[src/hw/hrs_pkg.sv]
// shared constants, register map and types of the homing sequencer
package hrs_pkg;
  // register byte offsets on the wishbone bus
  localparam logic [7:0] ADDR_CTRL = 8'h00;
  localparam logic [7:0] ADDR_CFG = 8'h04;
  localparam logic [7:0] ADDR_OFFSET = 8'h08;
  localparam logic [7:0] ADDR_PRESET = 8'h0C;
  localparam logic [7:0] ADDR_WINDOW = 8'h10;
  localparam logic [7:0] ADDR_DECEL = 8'h14;
  localparam logic [7:0] ADDR_STATUS = 8'h18;
  localparam logic [7:0] ADDR_IRQ_STAT = 8'h1C;
  localparam logic [7:0] ADDR_IRQ_MASK = 8'h20;
  localparam logic [7:0] ADDR_CAPTURE = 8'h24;
  localparam logic [7:0] ADDR_ACT_CFG = 8'h28;

  localparam int CTRL_ABORT_BIT = 0;
  localparam int CTRL_APPLY_BIT = 1;

  // shift reference encodings
  localparam logic [2:0] SHIFT_SWITCH = 3'h0;
  localparam logic [2:0] SHIFT_INDEX = 3'h1;
  localparam logic [2:0] SHIFT_FWD_OT = 3'h2;
  localparam logic [2:0] SHIFT_REV_OT = 3'h3;
  localparam logic [2:0] SHIFT_CAPTURE = 3'h4;
  localparam logic [2:0] SHIFT_STOPPER = 3'h5;
  // slowdown reference encodings
  localparam logic [2:0] SLOW_SWITCH = 3'h0;
  localparam logic [2:0] SLOW_FWD_OT = 3'h1;
  localparam logic [2:0] SLOW_REV_OT = 3'h2;
  localparam logic [2:0] SLOW_INDEX = 3'h3;
  localparam logic [2:0] SLOW_STOPPER = 3'h4;

  // distance limits in user units
  localparam logic [31:0] RANGE_MAX = 32'h7735_9400;
  localparam logic [31:0] PRESET_MIN = 32'h88CA_6C00;
  localparam logic [31:0] OFFSET_DEFAULT = 32'h0000_03E8;
  localparam logic [31:0] PRESET_DEFAULT = 32'h0000_0000;
  localparam logic [31:0] WINDOW_DEFAULT = 32'h0000_0000;

  // overtravel deceleration time, in units of 0.1 ms
  localparam int DECEL_W = 20;
  localparam logic [DECEL_W-1:0] DECEL_MAX = 20'hF_423F;
  localparam logic [DECEL_W-1:0] DECEL_DEFAULT = 20'h0_03E8;
  localparam int DECEL_UNIT_NS = 100000;
  localparam int CLK_PERIOD_NS = 5;
  localparam int DECEL_TICK_DEFAULT = (DECEL_UNIT_NS + CLK_PERIOD_NS - 1) / CLK_PERIOD_NS;

  typedef enum logic [2:0] {
    ST_IDLE = 3'h0,
    ST_SEEK = 3'h1,
    ST_CREEP = 3'h3,
    ST_OFFSET = 3'h2,
    ST_FINISH = 3'h6,
    ST_BACKUP = 3'h7,
    ST_OT_DECEL = 3'h5,
    ST_CANCEL = 3'h4
  } hrs_state_t;

  typedef struct packed {
    logic post_dir;
    logic start_dir;
    logic ot_action;
    logic creep_rev;
    logic edge_sel;
    logic [2:0] slow_ref;
    logic [2:0] shift_ref;
  } hrs_cfg_t;
  localparam int CFG_W = $bits(hrs_cfg_t);
  localparam hrs_cfg_t CFG_DEFAULT = '{1'b0, 1'b0, 1'b0, 1'b0, 1'b0, SLOW_SWITCH, SHIFT_INDEX};

  typedef struct packed {
    logic stopper;
    logic capture;
    logic index;
    logic rev_ot;
    logic fwd_ot;
    logic home_sw;
    logic start;
  } hrs_pins_t;
  localparam int PIN_W = $bits(hrs_pins_t);

  typedef struct packed {
    logic ref_found;
    logic cancel;
    logic done;
  } hrs_irq_t;
  localparam int IRQ_W = $bits(hrs_irq_t);

  typedef struct packed {
    logic torque_stop;
    logic ot_decel;
    logic complete;
    logic homed;
    logic busy;
    hrs_state_t state;
  } hrs_status_t;
  localparam int STATUS_W = $bits(hrs_status_t);
endpackage

[src/hw/hrs_homing_sequencer.sv]
// homing reference sequencer with wishbone register slave
//
// Local design decisions: the placing of the registers and register access over Wishbone.
`timescale 1ns/100ps
// Functional notes
// shift reference selectable, default encoder index
// home lies offset away along homing direction
// interrupt captures on event; switches detect level
// slowdown reference selectable, default home switch
// index shift: creep at slowdown, offset at index
// index slowdown: start creeping, first index starts offset
// home switch qualified rising or trailing edge
// home offset 0 to 2000000000, default 1000
// creep reversal backs off then approaches creeping
// completion loads home coordinate preset into position
// complete while position within window; zero always
// travel limit decelerates over configured ramp time
// stop action halts homing under torque limit
// reverse action turns at first limit, continues
// start input off-to-on moves in start direction
// limit or stopper reference homes away from it
// power-class settings take effect only at apply
module hrs_homing_sequencer import hrs_pkg::*; #(
  parameter int unsigned DECEL_TICK_CYCLES = DECEL_TICK_DEFAULT
) (
  input wire logic clk_i,
  input wire logic rst_i,
  input wire logic ce_i,
  input wire logic wb_cyc_i,
  input wire logic wb_stb_i,
  input wire logic wb_we_i,
  input wire logic [7:0] wb_adr_i,
  input wire logic [3:0] wb_sel_i,
  input wire logic [31:0] wb_dat_i,
  output logic [31:0] wb_dat_o,
  output logic wb_ack_o,
  input wire logic homing_start_input_i,
  input wire logic home_switch_i,
  input wire logic forward_travel_limit_i,
  input wire logic reverse_travel_limit_i,
  input wire logic index_pulse_i,
  input wire logic capture_input_i,
  input wire logic stopper_detect_i,
  input wire logic [31:0] position_i,
  output logic motion_run_o,
  output logic motion_reverse_o,
  output logic creep_speed_o,
  output logic ot_decel_o,
  output logic torque_stop_o,
  output logic position_load_o,
  output logic [31:0] position_load_value_o,
  output logic homing_complete_o,
  output logic homing_busy_o,
  output logic irq_o
);
  hrs_pins_t pins_raw, pin_lvl, pin_rise, pin_fall;
  hrs_cfg_t cfg_pend, cfg;
  hrs_state_t state;
  hrs_irq_t irq_stat, irq_mask, irq_ev, irq_clr;
  hrs_status_t status;
  logic [31:0] offset, preset, window, cap_pos, rd_data, wr_merged;
  logic [DECEL_W-1:0] decel;
  logic home_dir, ot_seen, homed, timer_load, decel_done;
  logic bus_req, wr_en, abort_cmd, apply_cmd;
  logic sw_event, shift_hit, slow_hit, ref_level, fwd_is_ref, rev_is_ref;
  logic moving, ot_hit, detect_dir, idx_creep, reached;
  logic signed [32:0] pos_ext, target, diff;
  logic [32:0] mag;

  assign pins_raw = '{stopper: stopper_detect_i, capture: capture_input_i,
                      index: index_pulse_i, rev_ot: reverse_travel_limit_i,
                      fwd_ot: forward_travel_limit_i, home_sw: home_switch_i,
                      start: homing_start_input_i};

  hrs_sync_edge #(.W(PIN_W)) u_sync (
    .clk_i(clk_i),
    .rst_i(rst_i),
    .ce_i(ce_i),
    .d_i(pins_raw),
    .level_o(pin_lvl),
    .rise_o(pin_rise),
    .fall_o(pin_fall)
  );

  hrs_decel_timer #(.TICK_CYCLES(DECEL_TICK_CYCLES)) u_decel (
    .clk_i(clk_i),
    .rst_i(rst_i),
    .ce_i(ce_i),
    .load_i(timer_load),
    .units_i(decel),
    .busy_o(),
    .done_o(decel_done)
  );

  function automatic logic [31:0] merge_sel(input logic [31:0] old, input logic [31:0] nw,
                                            input logic [3:0] sel);
    logic [31:0] r;
    r = old;
    for (int i = 0; i < 4; i++) begin
      if (sel[i]) begin
        r[i*8 +: 8] = nw[i*8 +: 8];
      end
    end
    return r;
  endfunction

  // bus: ack one cycle after the request, write takes effect at the ack edge
  assign bus_req = wb_cyc_i & wb_stb_i;
  assign wr_en = bus_req & wb_we_i & wb_ack_o;
  assign wr_merged = merge_sel(rd_data, wb_dat_i, wb_sel_i);
  assign abort_cmd = wr_en && wb_adr_i == ADDR_CTRL && wb_sel_i[0] && wb_dat_i[CTRL_ABORT_BIT];
  assign apply_cmd = wr_en && wb_adr_i == ADDR_CTRL && wb_sel_i[0] && wb_dat_i[CTRL_APPLY_BIT];
  assign irq_clr = (wr_en && wb_adr_i == ADDR_IRQ_STAT && wb_sel_i[0]) ?
                   hrs_irq_t'(wb_dat_i[IRQ_W-1:0]) : '0;

  always_comb begin
    status = '{torque_stop: torque_stop_o, ot_decel: ot_decel_o, complete: homing_complete_o,
               homed: homed, busy: homing_busy_o, state: state};
    rd_data = '0;
    case (wb_adr_i)
      ADDR_CFG: rd_data[CFG_W-1:0] = cfg_pend;
      ADDR_ACT_CFG: rd_data[CFG_W-1:0] = cfg;
      ADDR_OFFSET: rd_data = offset;
      ADDR_PRESET: rd_data = preset;
      ADDR_WINDOW: rd_data = window;
      ADDR_DECEL: rd_data[DECEL_W-1:0] = decel;
      ADDR_STATUS: rd_data[STATUS_W-1:0] = status;
      ADDR_IRQ_STAT: rd_data[IRQ_W-1:0] = irq_stat;
      ADDR_IRQ_MASK: rd_data[IRQ_W-1:0] = irq_mask;
      ADDR_CAPTURE: rd_data = cap_pos;
      default: rd_data = '0;
    endcase
  end

  always_ff @(posedge clk_i) begin
    if (rst_i) begin
      wb_ack_o <= 1'b0;
      wb_dat_o <= '0;
    end else if (ce_i) begin
      wb_ack_o <= bus_req & ~wb_ack_o;
      if (bus_req && !wb_ack_o) begin
        wb_dat_o <= rd_data;
      end
    end
  end

  always_ff @(posedge clk_i) begin
    if (rst_i) begin
      cfg_pend <= CFG_DEFAULT;
      cfg <= CFG_DEFAULT;
      offset <= OFFSET_DEFAULT;
      preset <= PRESET_DEFAULT;
      window <= WINDOW_DEFAULT;
      decel <= DECEL_DEFAULT;
      irq_mask <= '0;
    end else if (ce_i) begin
      if (apply_cmd && state == ST_IDLE) begin
        cfg <= cfg_pend;
      end
      if (wr_en) begin
        case (wb_adr_i)
          ADDR_CFG: cfg_pend <= hrs_cfg_t'(wr_merged[CFG_W-1:0]);
          ADDR_OFFSET: offset <= (wr_merged > RANGE_MAX) ? RANGE_MAX : wr_merged;
          ADDR_PRESET: begin
            if ($signed(wr_merged) > $signed(RANGE_MAX)) begin
              preset <= RANGE_MAX;
            end else if ($signed(wr_merged) < $signed(PRESET_MIN)) begin
              preset <= PRESET_MIN;
            end else begin
              preset <= wr_merged;
            end
          end
          ADDR_WINDOW: window <= (wr_merged > RANGE_MAX) ? RANGE_MAX : wr_merged;
          ADDR_DECEL: decel <= (wr_merged > 32'(DECEL_MAX)) ? DECEL_MAX : wr_merged[DECEL_W-1:0];
          ADDR_IRQ_MASK: irq_mask <= hrs_irq_t'(wr_merged[IRQ_W-1:0]);
          default: ;
        endcase
      end
    end
  end

  // reference detection and direction choice
  always_comb begin
    sw_event = cfg.edge_sel ? pin_fall.home_sw : pin_rise.home_sw;
    case (cfg.shift_ref)
      SHIFT_SWITCH: shift_hit = sw_event;
      SHIFT_INDEX: shift_hit = pin_rise.index;
      SHIFT_FWD_OT: shift_hit = pin_lvl.fwd_ot;
      SHIFT_REV_OT: shift_hit = pin_lvl.rev_ot;
      SHIFT_CAPTURE: shift_hit = pin_rise.capture;
      SHIFT_STOPPER: shift_hit = pin_lvl.stopper;
      default: shift_hit = 1'b0;
    endcase
    case (cfg.slow_ref)
      SLOW_SWITCH: slow_hit = sw_event;
      SLOW_FWD_OT: slow_hit = pin_lvl.fwd_ot;
      SLOW_REV_OT: slow_hit = pin_lvl.rev_ot;
      SLOW_INDEX: slow_hit = pin_rise.index;
      SLOW_STOPPER: slow_hit = pin_lvl.stopper;
      default: slow_hit = 1'b0;
    endcase
    case (cfg.shift_ref)
      SHIFT_SWITCH: ref_level = pin_lvl.home_sw;
      SHIFT_FWD_OT: ref_level = pin_lvl.fwd_ot;
      SHIFT_REV_OT: ref_level = pin_lvl.rev_ot;
      SHIFT_STOPPER: ref_level = pin_lvl.stopper;
      default: ref_level = 1'b0;
    endcase
    case (cfg.shift_ref)
      SHIFT_FWD_OT: detect_dir = 1'b1;
      SHIFT_REV_OT: detect_dir = 1'b0;
      SHIFT_STOPPER: detect_dir = ~motion_reverse_o;
      SHIFT_INDEX: detect_dir = cfg.start_dir;
      default: detect_dir = cfg.post_dir;
    endcase
    idx_creep = cfg.shift_ref == SHIFT_INDEX && cfg.slow_ref == SLOW_INDEX;
    fwd_is_ref = cfg.shift_ref == SHIFT_FWD_OT ||
                 (cfg.shift_ref == SHIFT_INDEX && cfg.slow_ref == SLOW_FWD_OT);
    rev_is_ref = cfg.shift_ref == SHIFT_REV_OT ||
                 (cfg.shift_ref == SHIFT_INDEX && cfg.slow_ref == SLOW_REV_OT);
    moving = state == ST_SEEK || state == ST_CREEP || state == ST_BACKUP;
    ot_hit = moving && ((pin_lvl.fwd_ot && !motion_reverse_o && !fwd_is_ref) ||
                        (pin_lvl.rev_ot && motion_reverse_o && !rev_is_ref));
    pos_ext = $signed({position_i[31], position_i});
    target = home_dir ? $signed({cap_pos[31], cap_pos}) - $signed({1'b0, offset}) :
                        $signed({cap_pos[31], cap_pos}) + $signed({1'b0, offset});
    reached = home_dir ? (pos_ext <= target) : (pos_ext >= target);
    diff = pos_ext - $signed({preset[31], preset});
    mag = diff[32] ? 33'(-diff) : 33'(diff);
  end

  // homing sequence
  always_ff @(posedge clk_i) begin
    if (rst_i) begin
      state <= ST_IDLE;
      motion_run_o <= 1'b0;
      motion_reverse_o <= 1'b0;
      creep_speed_o <= 1'b0;
      torque_stop_o <= 1'b0;
      homing_busy_o <= 1'b0;
      position_load_o <= 1'b0;
      position_load_value_o <= '0;
      home_dir <= 1'b0;
      cap_pos <= '0;
      ot_seen <= 1'b0;
      homed <= 1'b0;
      timer_load <= 1'b0;
      irq_ev <= '0;
    end else if (ce_i) begin
      timer_load <= 1'b0;
      position_load_o <= 1'b0;
      irq_ev <= '0;
      if (abort_cmd && state != ST_IDLE) begin
        state <= ST_IDLE;
        motion_run_o <= 1'b0;
        creep_speed_o <= 1'b0;
        torque_stop_o <= 1'b0;
        homing_busy_o <= 1'b0;
      end else if (ot_hit) begin
        creep_speed_o <= 1'b0;
        ot_seen <= 1'b1;
        if (cfg.ot_action || ot_seen) begin
          state <= ST_CANCEL;
          motion_run_o <= 1'b0;
          torque_stop_o <= 1'b1;
          homing_busy_o <= 1'b0;
          irq_ev.cancel <= 1'b1;
        end else begin
          state <= ST_OT_DECEL;
          timer_load <= 1'b1;
        end
      end else begin
        case (state)
          ST_IDLE: begin
            if (pin_rise.start) begin
              state <= idx_creep ? ST_CREEP : ST_SEEK;
              motion_run_o <= 1'b1;
              motion_reverse_o <= cfg.start_dir;
              creep_speed_o <= idx_creep;
              home_dir <= cfg.start_dir;
              homing_busy_o <= 1'b1;
              ot_seen <= 1'b0;
              homed <= 1'b0;
            end
          end
          ST_SEEK: begin
            if (cfg.shift_ref == SHIFT_INDEX) begin
              if (slow_hit) begin
                state <= ST_CREEP;
                creep_speed_o <= 1'b1;
              end
            end else if (shift_hit) begin
              home_dir <= detect_dir;
              cap_pos <= position_i;
              irq_ev.ref_found <= 1'b1;
              if (cfg.creep_rev) begin
                state <= ST_BACKUP;
                motion_reverse_o <= ~detect_dir;
              end else begin
                state <= ST_OFFSET;
                motion_reverse_o <= detect_dir;
                creep_speed_o <= 1'b1;
              end
            end
          end
          ST_BACKUP: begin
            if (!ref_level) begin
              state <= ST_CREEP;
              creep_speed_o <= 1'b1;
              motion_reverse_o <= home_dir;
            end
          end
          ST_CREEP: begin
            if (shift_hit) begin
              state <= ST_OFFSET;
              home_dir <= detect_dir;
              motion_reverse_o <= detect_dir;
              cap_pos <= position_i;
              irq_ev.ref_found <= 1'b1;
            end
          end
          ST_OFFSET: begin
            if (reached) begin
              state <= ST_FINISH;
              motion_run_o <= 1'b0;
              creep_speed_o <= 1'b0;
            end
          end
          ST_FINISH: begin
            state <= ST_IDLE;
            position_load_o <= 1'b1;
            position_load_value_o <= preset;
            homed <= 1'b1;
            homing_busy_o <= 1'b0;
            irq_ev.done <= 1'b1;
          end
          ST_OT_DECEL: begin
            if (decel_done) begin
              state <= ST_SEEK;
              motion_reverse_o <= ~motion_reverse_o;
            end
          end
          ST_CANCEL: begin
            if (!pin_lvl.start) begin
              state <= ST_IDLE;
              torque_stop_o <= 1'b0;
            end
          end
          default: state <= ST_IDLE;
        endcase
      end
    end
  end

  always_ff @(posedge clk_i) begin
    if (rst_i) begin
      homing_complete_o <= 1'b0;
      ot_decel_o <= 1'b0;
    end else if (ce_i) begin
      homing_complete_o <= homed && (window == '0 || mag <= {1'b0, window});
      ot_decel_o <= state == ST_OT_DECEL;
    end
  end

  // sticky events, a new event wins over a write-one clear
  always_ff @(posedge clk_i) begin
    if (rst_i) begin
      irq_stat <= '0;
      irq_o <= 1'b0;
    end else if (ce_i) begin
      irq_stat <= (irq_stat & ~irq_clr) | irq_ev;
      irq_o <= |(irq_stat & irq_mask);
    end
  end

  AST_START_DIR: assert property (@(posedge clk_i) disable iff (rst_i)
    (ce_i && state == ST_IDLE && pin_rise.start && !ot_hit)
      |=> (motion_run_o && motion_reverse_o == $past(cfg.start_dir) && homing_busy_o))
    else $error("start edge did not launch motion in start direction");
  AST_INDEX_CREEP: assert property (@(posedge clk_i) disable iff (rst_i)
    (ce_i && state == ST_IDLE && pin_rise.start && idx_creep)
      |=> (state == ST_CREEP && creep_speed_o))
    else $error("index slowdown did not start at creep speed");
  AST_SLOW_TO_CREEP: assert property (@(posedge clk_i) disable iff (rst_i)
    (ce_i && state == ST_SEEK && cfg.shift_ref == SHIFT_INDEX && slow_hit && !ot_hit
     && !abort_cmd) |=> (state == ST_CREEP && creep_speed_o && motion_run_o))
    else $error("slowdown reference did not drop to creep");
  AST_CAPTURE: assert property (@(posedge clk_i) disable iff (rst_i)
    (ce_i && state == ST_CREEP && shift_hit && !ot_hit && !abort_cmd)
      |=> (state == ST_OFFSET && cap_pos == $past(position_i)))
    else $error("reference position not captured");
  AST_PRESET_LOAD: assert property (@(posedge clk_i) disable iff (rst_i)
    (ce_i && state == ST_OFFSET && reached && !abort_cmd && !ot_hit)
      |=> ##1 (!$past(ce_i) || (position_load_o && homed && position_load_value_o == $past(preset))))
    else $error("preset not loaded after homing");
  AST_WINDOW_ZERO: assert property (@(posedge clk_i) disable iff (rst_i)
    (ce_i && homed && window == '0) |=> homing_complete_o)
    else $error("zero window did not hold completion");
  AST_OT_STOP: assert property (@(posedge clk_i) disable iff (rst_i)
    (ce_i && ot_hit && cfg.ot_action && !abort_cmd)
      |=> (torque_stop_o && !motion_run_o && state == ST_CANCEL))
    else $error("stop action did not halt homing");
  AST_OT_REVERSE: assert property (@(posedge clk_i) disable iff (rst_i)
    (ce_i && state == ST_OT_DECEL && decel_done && !abort_cmd)
      |=> (state == ST_SEEK && motion_reverse_o != $past(motion_reverse_o)))
    else $error("motion did not reverse after limit");
  AST_OT_DECEL: assert property (@(posedge clk_i) disable iff (rst_i)
    (ce_i && ot_hit && !cfg.ot_action && !ot_seen && !abort_cmd)
      |=> (state == ST_OT_DECEL && motion_run_o) ##1 (!$past(ce_i) || ot_decel_o))
    else $error("limit did not start deceleration ramp");
  AST_OFFSET_RANGE: assert property (@(posedge clk_i) disable iff (rst_i)
    (offset <= RANGE_MAX && window <= RANGE_MAX))
    else $error("distance register out of range");
  AST_POWER_HOLD: assert property (@(posedge clk_i) disable iff (rst_i)
    (cfg != $past(cfg)) |-> $past(apply_cmd && ce_i))
    else $error("active configuration changed without apply");
endmodule // hrs_homing_sequencer

[src/hw/hrs_sync_edge.sv]
// two-stage pin synchroniser with edge detection
`timescale 1ns/100ps
module hrs_sync_edge #(
  parameter int W = 1
) (
  input wire logic clk_i,
  input wire logic rst_i,
  input wire logic ce_i,
  input wire logic [W-1:0] d_i,
  output logic [W-1:0] level_o,
  output logic [W-1:0] rise_o,
  output logic [W-1:0] fall_o
);
  logic [W-1:0] meta;
  logic [W-1:0] stable;
  logic [W-1:0] prev;

  always_ff @(posedge clk_i) begin
    if (rst_i) begin
      meta <= '0;
      stable <= '0;
      prev <= '0;
    end else if (ce_i) begin
      meta <= d_i;
      stable <= meta;
      prev <= stable;
    end
  end

  assign level_o = stable;
  assign rise_o = stable & ~prev;
  assign fall_o = ~stable & prev;
endmodule // hrs_sync_edge

[src/hw/hrs_decel_timer.sv]
// overtravel deceleration ramp timer counting 0.1 ms units
`timescale 1ns/100ps
module hrs_decel_timer import hrs_pkg::*; #(
  parameter int unsigned TICK_CYCLES = DECEL_TICK_DEFAULT
) (
  input wire logic clk_i,
  input wire logic rst_i,
  input wire logic ce_i,
  input wire logic load_i,
  input wire logic [DECEL_W-1:0] units_i,
  output logic busy_o,
  output logic done_o
);
  localparam int TW = (TICK_CYCLES > 1) ? $clog2(TICK_CYCLES) : 1;
  localparam logic [TW-1:0] TICK_LAST = TW'(TICK_CYCLES - 1);
  logic [DECEL_W-1:0] remain;
  logic [TW-1:0] presc;

  always_ff @(posedge clk_i) begin
    if (rst_i) begin
      busy_o <= 1'b0;
      done_o <= 1'b0;
      remain <= '0;
      presc <= '0;
    end else if (ce_i) begin
      done_o <= 1'b0;
      if (load_i) begin
        busy_o <= 1'b1;
        remain <= units_i;
        presc <= '0;
      end else if (busy_o) begin
        if (remain == '0) begin
          busy_o <= 1'b0;
          done_o <= 1'b1;
        end else if (presc == TICK_LAST) begin
          presc <= '0;
          remain <= remain - 1'b1;
        end else begin
          presc <= presc + 1'b1;
        end
      end
    end
  end

  AST_DECEL_TICK: assert property (@(posedge clk_i) disable iff (rst_i)
    (ce_i && busy_o && !load_i && remain != '0 && presc == TICK_LAST)
      |=> (remain == $past(remain) - 1'b1))
    else $error("deceleration unit count did not step");
endmodule // hrs_decel_timer

[config.mk]
export PLATFORM = sky130hd
export DESIGN_NAME = hrs_homing_sequencer
export DESIGN_NICKNAME = d
export VERILOG_FILES = /design/src/hw/hrs_pkg.sv /design/src/hw/hrs_homing_sequencer.sv /design/src/hw/hrs_sync_edge.sv /design/src/hw/hrs_decel_timer.sv
export SDC_FILE = /design/constraint.sdc
export NUM_CORES = 1
export LEC_CHECK = 0
export BUFFER_PORTS_ARGS = -buffer_cell sky130_fd_sc_hd__buf_2
export CORE_UTILIZATION = 43
export DETAILED_ROUTE_END_ITERATION = 12
export PLACE_DENSITY = 0.72
export SYNTH_ARGS = -nofsm -noshare
export SYNTH_HDL_FRONTEND = slang
export SYNTH_SLANG_ARGS = --single-unit
[constraint.sdc]
create_clock -name clk_i -period 6.1 [get_ports clk_i]
set_input_delay 0.915 -clock clk_i [delete_from_list [all_inputs] [get_ports clk_i]]
set_output_delay 0.915 -clock clk_i [all_outputs]
set_load 0.03 [all_outputs]
==> flow_summary.json, run 1 <==
{
  "status": "finished, final reports clean",
  "synth_flop_cell": "dfxtp_1",
  "startpoint_type": "register",
  "crit_arrival_ns": 6.24,
  "design_area_mm2": 0.0248,
  "ys_warn_count": 0,
  "placed_cells": 3538,
  "die_h_um": 225,
  "finalWirelength_mm": 82.9,
  "fp.dieW_um": 225,
  "hp-class": "register to register",
  "max_freq_mhz": 171,
  "cts_max_level": 2,
  "setup_viol": 0,
  "final_util_pct": 50.6,
  "crit_type": "register to register",
  "first_pass_iters": 6,
  "gr-total-overflow": 0,
  "gp_congestion": 1.04,
  "drive_gt1_share_pct": 15.1,
  "layout.nets": 3142,
  "area_growth_pct": 15.7,
  "syn_nets": 2972,
  "clockBufferDepth": 3,
  "end_kind": "register",
  "whs_ns": 0.460,
  "place_hpwl_mm": 64.1,
  "maxCapViolations": 0,
  "ys_seq_elements": 314,
  "min_period_over_period_pct": 95.8,
  "power_density_mw_per_mm2": 203,
  "cts_root_buf": "clkbuf_16",
  "syn_inst": 2747,
  "initial_core_util_pct": 43.7,
  "worst_pin_slew_ns": 1.17,
  "grt_pass1_vias": 21400,
  "clkTransAtPathRegs_ns": 0.06,
  "synth_edf_count": 0,
  "drtIter0Drc": 2277,
  "grt_pass1_wl_mm": 124,
  "ys_seq_area_share_pct": 29.3,
  "leakage_uw": 0.00992,
  "num_rows": 81,
  "cp.required_ns": 6.49,
  "syn-mean-instance-area_um2": 7.80,
  "drc": 0,
  "cts_buffers": 35,
  "grt_usage_pct": 31.7,
  "clkLatencyLatePin_ns": 0.55,
  "die_area_mm2": 0.0508,
  "final_cells": 3610,
  "slew_headroom_pct": 21.1,
  "grt_max_degree": 81,
  "route.antenna.remaining_nets": 0,
  "cts_tree": "built",
  "min_period_ns": 5.85,
  "wl_per_cell_um": 23.0,
  "cpPeakStageDelay_ns": 0.42,
  "antenna_found_initial": 5,
  "synth_area_mm2": 0.0214,
  "coreArea_mm2": 0.0491,
  "port_buffers": 162,
  "clkSinkCount": 314,
  "synth.distinct_cells": 94,
  "finalHoldViolCount": 0,
  "dr_total_vias": 22400,
  "ios": 163,
  "viasPerCell": 6.21,
  "placed_cell_area_mm2": 0.0234,
  "finalMaxSlewViolations": 0,
  "fin_worst_skew_ns": 0.0200,
  "ir_drop_uv": 194,
  "crit_top_cell": "buf_4",
  "async_flop_share_pct": 0,
  "crit_slowest_cell": "or3_4",
  "critPathMaxFanout": 4
}
[registers in the layout, summed over array words and instances (netlist names), 4 cells and up]
signal                 flops
u_decel.remain            20
wb_dat_o                  32
position_load_value_o     32
decel                     20
cfg                       11
cfg_pend                  11
offset                    32
u_decel.presc             15
preset                    32
cap_pos                   32
window                    32
u_sync.level_o             7
u_sync.meta                7
u_sync.prev                4
[routing by layer]
layer / vias up / global-route usage (%) / wire length, um
li1: 10400 / - / -
met1: 10700 / 37.8 / 32100
met2: 1047 / 52.3 / 38600
met3: 299 / 4.28 / 5450
met4: 6 / 23.3 / 6830
met5: - / 0 / 36
[layout make-up]
class / instances / area [um^2]
clock inverter: 11 / 134
tap: 664 / 831
timing repair buffer: 287 / 1770
sequential: 314 / 6290
antenna: 2 / 5.00
clock buffer: 53 / 1060
inverter: 123 / 462
fill: 4767 / 24200
multi-input combinational: 2156 / 14300
[stage by stage]
step	setup slack, ns	power [uW]	TNS [ns]
6_report	0.254	5030	0
5_1_grt	-0.0464	5180	-0.143
4_1_cts	0.0106	5020	0
3_5_place_dp	-0.174	2820	-0.512
3_3_place_gp	-0.163	2800	-0.385
2_1_floorplan	0.160	2590	0
[cells by family after synthesis]
group	count (synthesis)	synth area share [%]
AO/OA/AOI/OAI	715	22.8
XOR/XNOR	126	5.15
adder cells (fa/ha/maj)	136	8.01
buffers and inverters	277	5.17
flip-flops	314	29.3
multiplexers	122	5.85
AND/OR/NAND/NOR	1057	23.7
[cells in the final DEF, fill, tap and decap left out, types with 9 or more instances in the layout]
cell / instances
xor2_1: 43
mux2_2: 24
nand2_1: 266
o21ai_0: 86
or4_1: 9
a22oi_1: 23
nor3_1: 90
a32o_1: 25
or3_1: 18
o211ai_1: 12
a21o_1: 54
xnor2_1: 83
a21oi_1: 214
nand3b_1: 19
o31ai_1: 14
nor2b_1: 26
inv_1: 120
ha_1: 133
a22o_1: 34
a222oi_1: 10
and2_1: 23
nand2b_1: 28
nand3_1: 89
a311oi_1: 19
o21ai_1: 10
a31oi_1: 24
and3_1: 10
nor2_1: 342
dfxtp_1: 310
a221oi_1: 21
clkbuf_8: 11
clkbuf_16: 36
nand4_1: 31
mux2i_1: 96
buf_2: 161
buf_4: 124
o21bai_1: 9
o21a_1: 9
nor4_1: 32
a211oi_1: 42
[path summary, 6_finish.rpt]
kind                        startpoint                        end  slack (ns)  cells after the start
max                          offset[4]                   state[0]        0.25                     28
min          position_load_value_o[21]  position_load_value_o[21]        0.46                      2
max reg2reg                  offset[4]                   state[0]        0.25                     28
min reg2reg  position_load_value_o[21]  position_load_value_o[21]        0.46                      2
[Yosys cell counts (25+ instances only)]
master    number  area, um^2
a211oi_1      44         330
a21o_1        54         405
a21oi_1      220        1100
a22o_1        34         298
a31oi_1       25         156
a32o_1        25         250
buf_2         31         155
clkbuf_1     111         417
dfxtp_1      314        6290
ha_1         134        1680
inv_1        120         450
mux2i_1       97         971
nand2_1      267        1000
nand2b_1      28         175
nand3_1       89         445
nand4_1       31         194
nor2_1       345        1290
nor2b_1       27         169
nor3_1        96         480
nor4_1        36         225
o21ai_0       96         480
xnor2_1       83         727
xor2_1        43         377
[repair_timing]
action	in CTS	in global routing
hold buffers	0	0
pin swaps	8	22
setup buffers	1	5
setup endpoints to repair	4	6
gates resized for setup	11	37
hold endpoints to repair	0	0
[power by group]
part	switching [uW]	internal (uW)	leakage, uW
sequential	16.5	2070	0.00254
combinational	448	269	0.00680
clock	926	1300	0.000589
[critical path: cells and delay by family (launching register included)]
family / cells / cell delay, ns
flops: 1 / 0.32
xor+xnor: 2 / 0.31
mux: 2 / 0.41
buf+inv: 5 / 0.65
fa+ha+maj: 2 / 0.58
compound gates: 13 / 2.52
simple gates: 4 / 0.90
Note: power is estimated with default switching activity, not from simulation.
==> run 2: changes to the inputs <==
--- a/config.mk
+++ b/config.mk
@@ -9,6 +9,7 @@
 export CORE_UTILIZATION = 43
 export DETAILED_ROUTE_END_ITERATION = 12
 export PLACE_DENSITY = 0.72
+export RECOVER_POWER = 50
 export SYNTH_ARGS = -nofsm -noshare
 export SYNTH_HDL_FRONTEND = slang
 export SYNTH_SLANG_ARGS = --single-unit
==> run 2 against run 1 <==
The flow now finishes with violations (max-capacitance violations, max-slew violations). Sequential power barely moved. Die area did not move. Clock power barely moved. Power shrank 0.17%. First-iteration DRC count is 0.31% lower. Flip-flop and latch count unchanged. Register-to-register slack is essentially flat. Sequential share of layout area increased by 0.17 points. Critical path depth stayed put. Clock skew is essentially flat.
==> flow_summary.json, run 2 (synthesis gave the netlist of run 1 again) <==
{
  "whs_ns": 0.460,
  "netSwitchingPower_uw": 1390,
  "first_pass_iters": 9,
  "cts_hold_buffers": 0,
  "rr_endpoint": "state[0]",
  "clkLatencyLatePin_ns": 0.55,
  "clockPowerShare_pct": 44.4,
  "maxCapViolations": 3,
  "crit_slowest_cell": "or3_4",
  "die_area_mm2": 0.0508,
  "fin_ws_ns": 0.245,
  "end_kind": "register",
  "critPathMaxFanout": 4,
  "hp-class": "register to register",
  "r2r_start": "offset[4]",
  "clkTransAtPathRegs_ns": 0.06,
  "fp.dieW_um": 225,
  "power_density_mw_per_mm2": 204,
  "wl_per_cell_um": 23.0,
  "place_hpwl_mm": 64.1,
  "dp_slack_ns": -0.174,
  "min_period_ns": 5.86,
  "cts_max_level": 2,
  "num_rows": 81,
  "min_to": "position_load_value_o[21]",
  "crit_arrival_ns": 6.25,
  "min_period_over_period_pct": 96.0,
  "fin_worst_skew_ns": 0.0198,
  "viasPerCell": 6.22,
  "ios": 163,
  "route.antenna.remaining_nets": 0,
  "crit_top_cell": "buf_4",
  "tns_ns": 0,
  "power_frac_comb_pct": 14.1,
  "max_freq_mhz": 171,
  "dr_total_vias": 22500,
  "whs_path_depth": 2,
  "worst_hold_startpoint": "position_load_value_o[21]",
  "design_area_mm2": 0.0246,
  "placed_cell_area_mm2": 0.0234,
  "clockBufferDepth": 3,
  "status": "finished, violations left",
  "p_seq_share_pct": 41.5,
  "reg2reg_depth": 28,
  "leakage_uw": 0.00954,
  "grt_usage_pct": 31.7,
  "antenna_found_initial": 5,
  "drtIter0Drc": 2270,
  "finalWirelength_mm": 83.0,
  "crit_family": "compound AO/OA/AOI/OAI gates",
  "drive_gt1_share_pct": 11.9,
  "initial_core_util_pct": 43.7,
  "gr-total-overflow": 0,
  "crit_type": "register to register",
  "grt_max_degree": 81,
  "grt_pass1_wl_mm": 124,
  "final_cell_mix": "nor2_1, dfxtp_1, nand2_1, a21oi_1, ha_1",
  "cpPeakStageDelay_ns": 0.43,
  "failed_checks": "max-capacitance violations, max-slew violations",
  "coreArea_mm2": 0.0491,
  "gp_congestion": 1.04,
  "cp.required_ns": 6.50,
  "layout.nets": 3142,
  "area_growth_pct": 15.0,
  "finalHoldViolCount": 0,
  "die_h_um": 225,
  "grt_pass1_vias": 21400,
  "switching_share_pct": 27.7,
  "worst_pin_slew_ns": 3.14,
  "ir_drop_uv": 195,
  "placed_cells": 3538,
  "drc": 0,
  "setup_viol": 0,
  "rrSetupSlack_ns": 0.24,
  "final_cells": 3610,
  "p_int_uw": 3630,
  "startpoint_type": "register",
  "final_common_cell": "nor2_1",
  "clkSinkCount": 314,
  "cts_buffers": 35,
  "cts_root_buf": "clkbuf_16",
  "port_buffers": 162,
  "cts_tree": "built",
  "crit_buf_inv": 5,
  "slew_headroom_pct": -109,
  "finalMaxSlewViolations": 144
}
-- run 2: worst max-delay path by stage --
stage	from	endpoint	slack (ns)	cells past startpoint
floorplan	offset[2]	state[0]	0.16	29
global placement	offset[2]	creep_speed_o	-0.16	30
detailed placement	offset[2]	creep_speed_o	-0.17	30
CTS	offset[2]	state[0]	0.01	31
global route	offset[0]	state[0]	-0.05	29
finish	offset[4]	state[0]	0.24	28
-- run 2: tightest hold or removal path, delay by kind of cell, from the launching register on --
| kind | cells | cell delay (ns) |
|---|---|---|
| AND/OR/NAND/NOR | 1 | 0.05 |
| flip-flops | 1 | 0.31 |
| AO/OA/AOI/OAI | 1 | 0.05 |
-- run 2: final cells by class --
type / instances / area, um^2
repair buffers: 287 / 1630
fillers: 4821 / 24400
inverters: 123 / 462
diodes: 2 / 5.00
clock buffers: 53 / 1060
clock inverters: 11 / 134
flip-flops and latches: 314 / 6290
multi-input cells: 2156 / 14200
well taps: 664 / 831
-- run 2: routing by layer --
| layer | track usage [%] | vias up | share of wire (%) |
|---|---|---|---|
| met4 | 23.3 | 6 | 8.5 |
| li1 | - | 10400 | - |
| met3 | 4.28 | 319 | 6.5 |
| met5 | 0 | - | 0.039 |
| met1 | 37.8 | 10700 | 39 |
| met2 | 52.3 | 1059 | 46 |
-- run 2: what timing repair did --
item                       CTS  global route
pin swaps                    8            22
setup endpoints to repair    4             6
resized for setup           11            37
buffers inserted             1             5
-- run 2: metrics by stage --
stage | util [%] | power (uW)
6_report | 50.2 | 5020
5_1_grt | 50.2 | 5170
4_1_cts | 50.3 | 5020
3_5_place_dp | 47.7 | 2820
3_3_place_gp | 47.7 | 2800
2_1_floorplan | - | 2590
-- run 2: power groups by stage --
stage / Sequential [uW] / Clock, uW / Combinational (uW)
final: 2080 / 2230 / 709
after global routing: 2080 / 2310 / 771
after CTS: 2080 / 2240 / 699
after detailed placement: 2130 / 0 / 693
after global placement: 2130 / 0 / 676
after floorplan: 2140 / 0 / 453
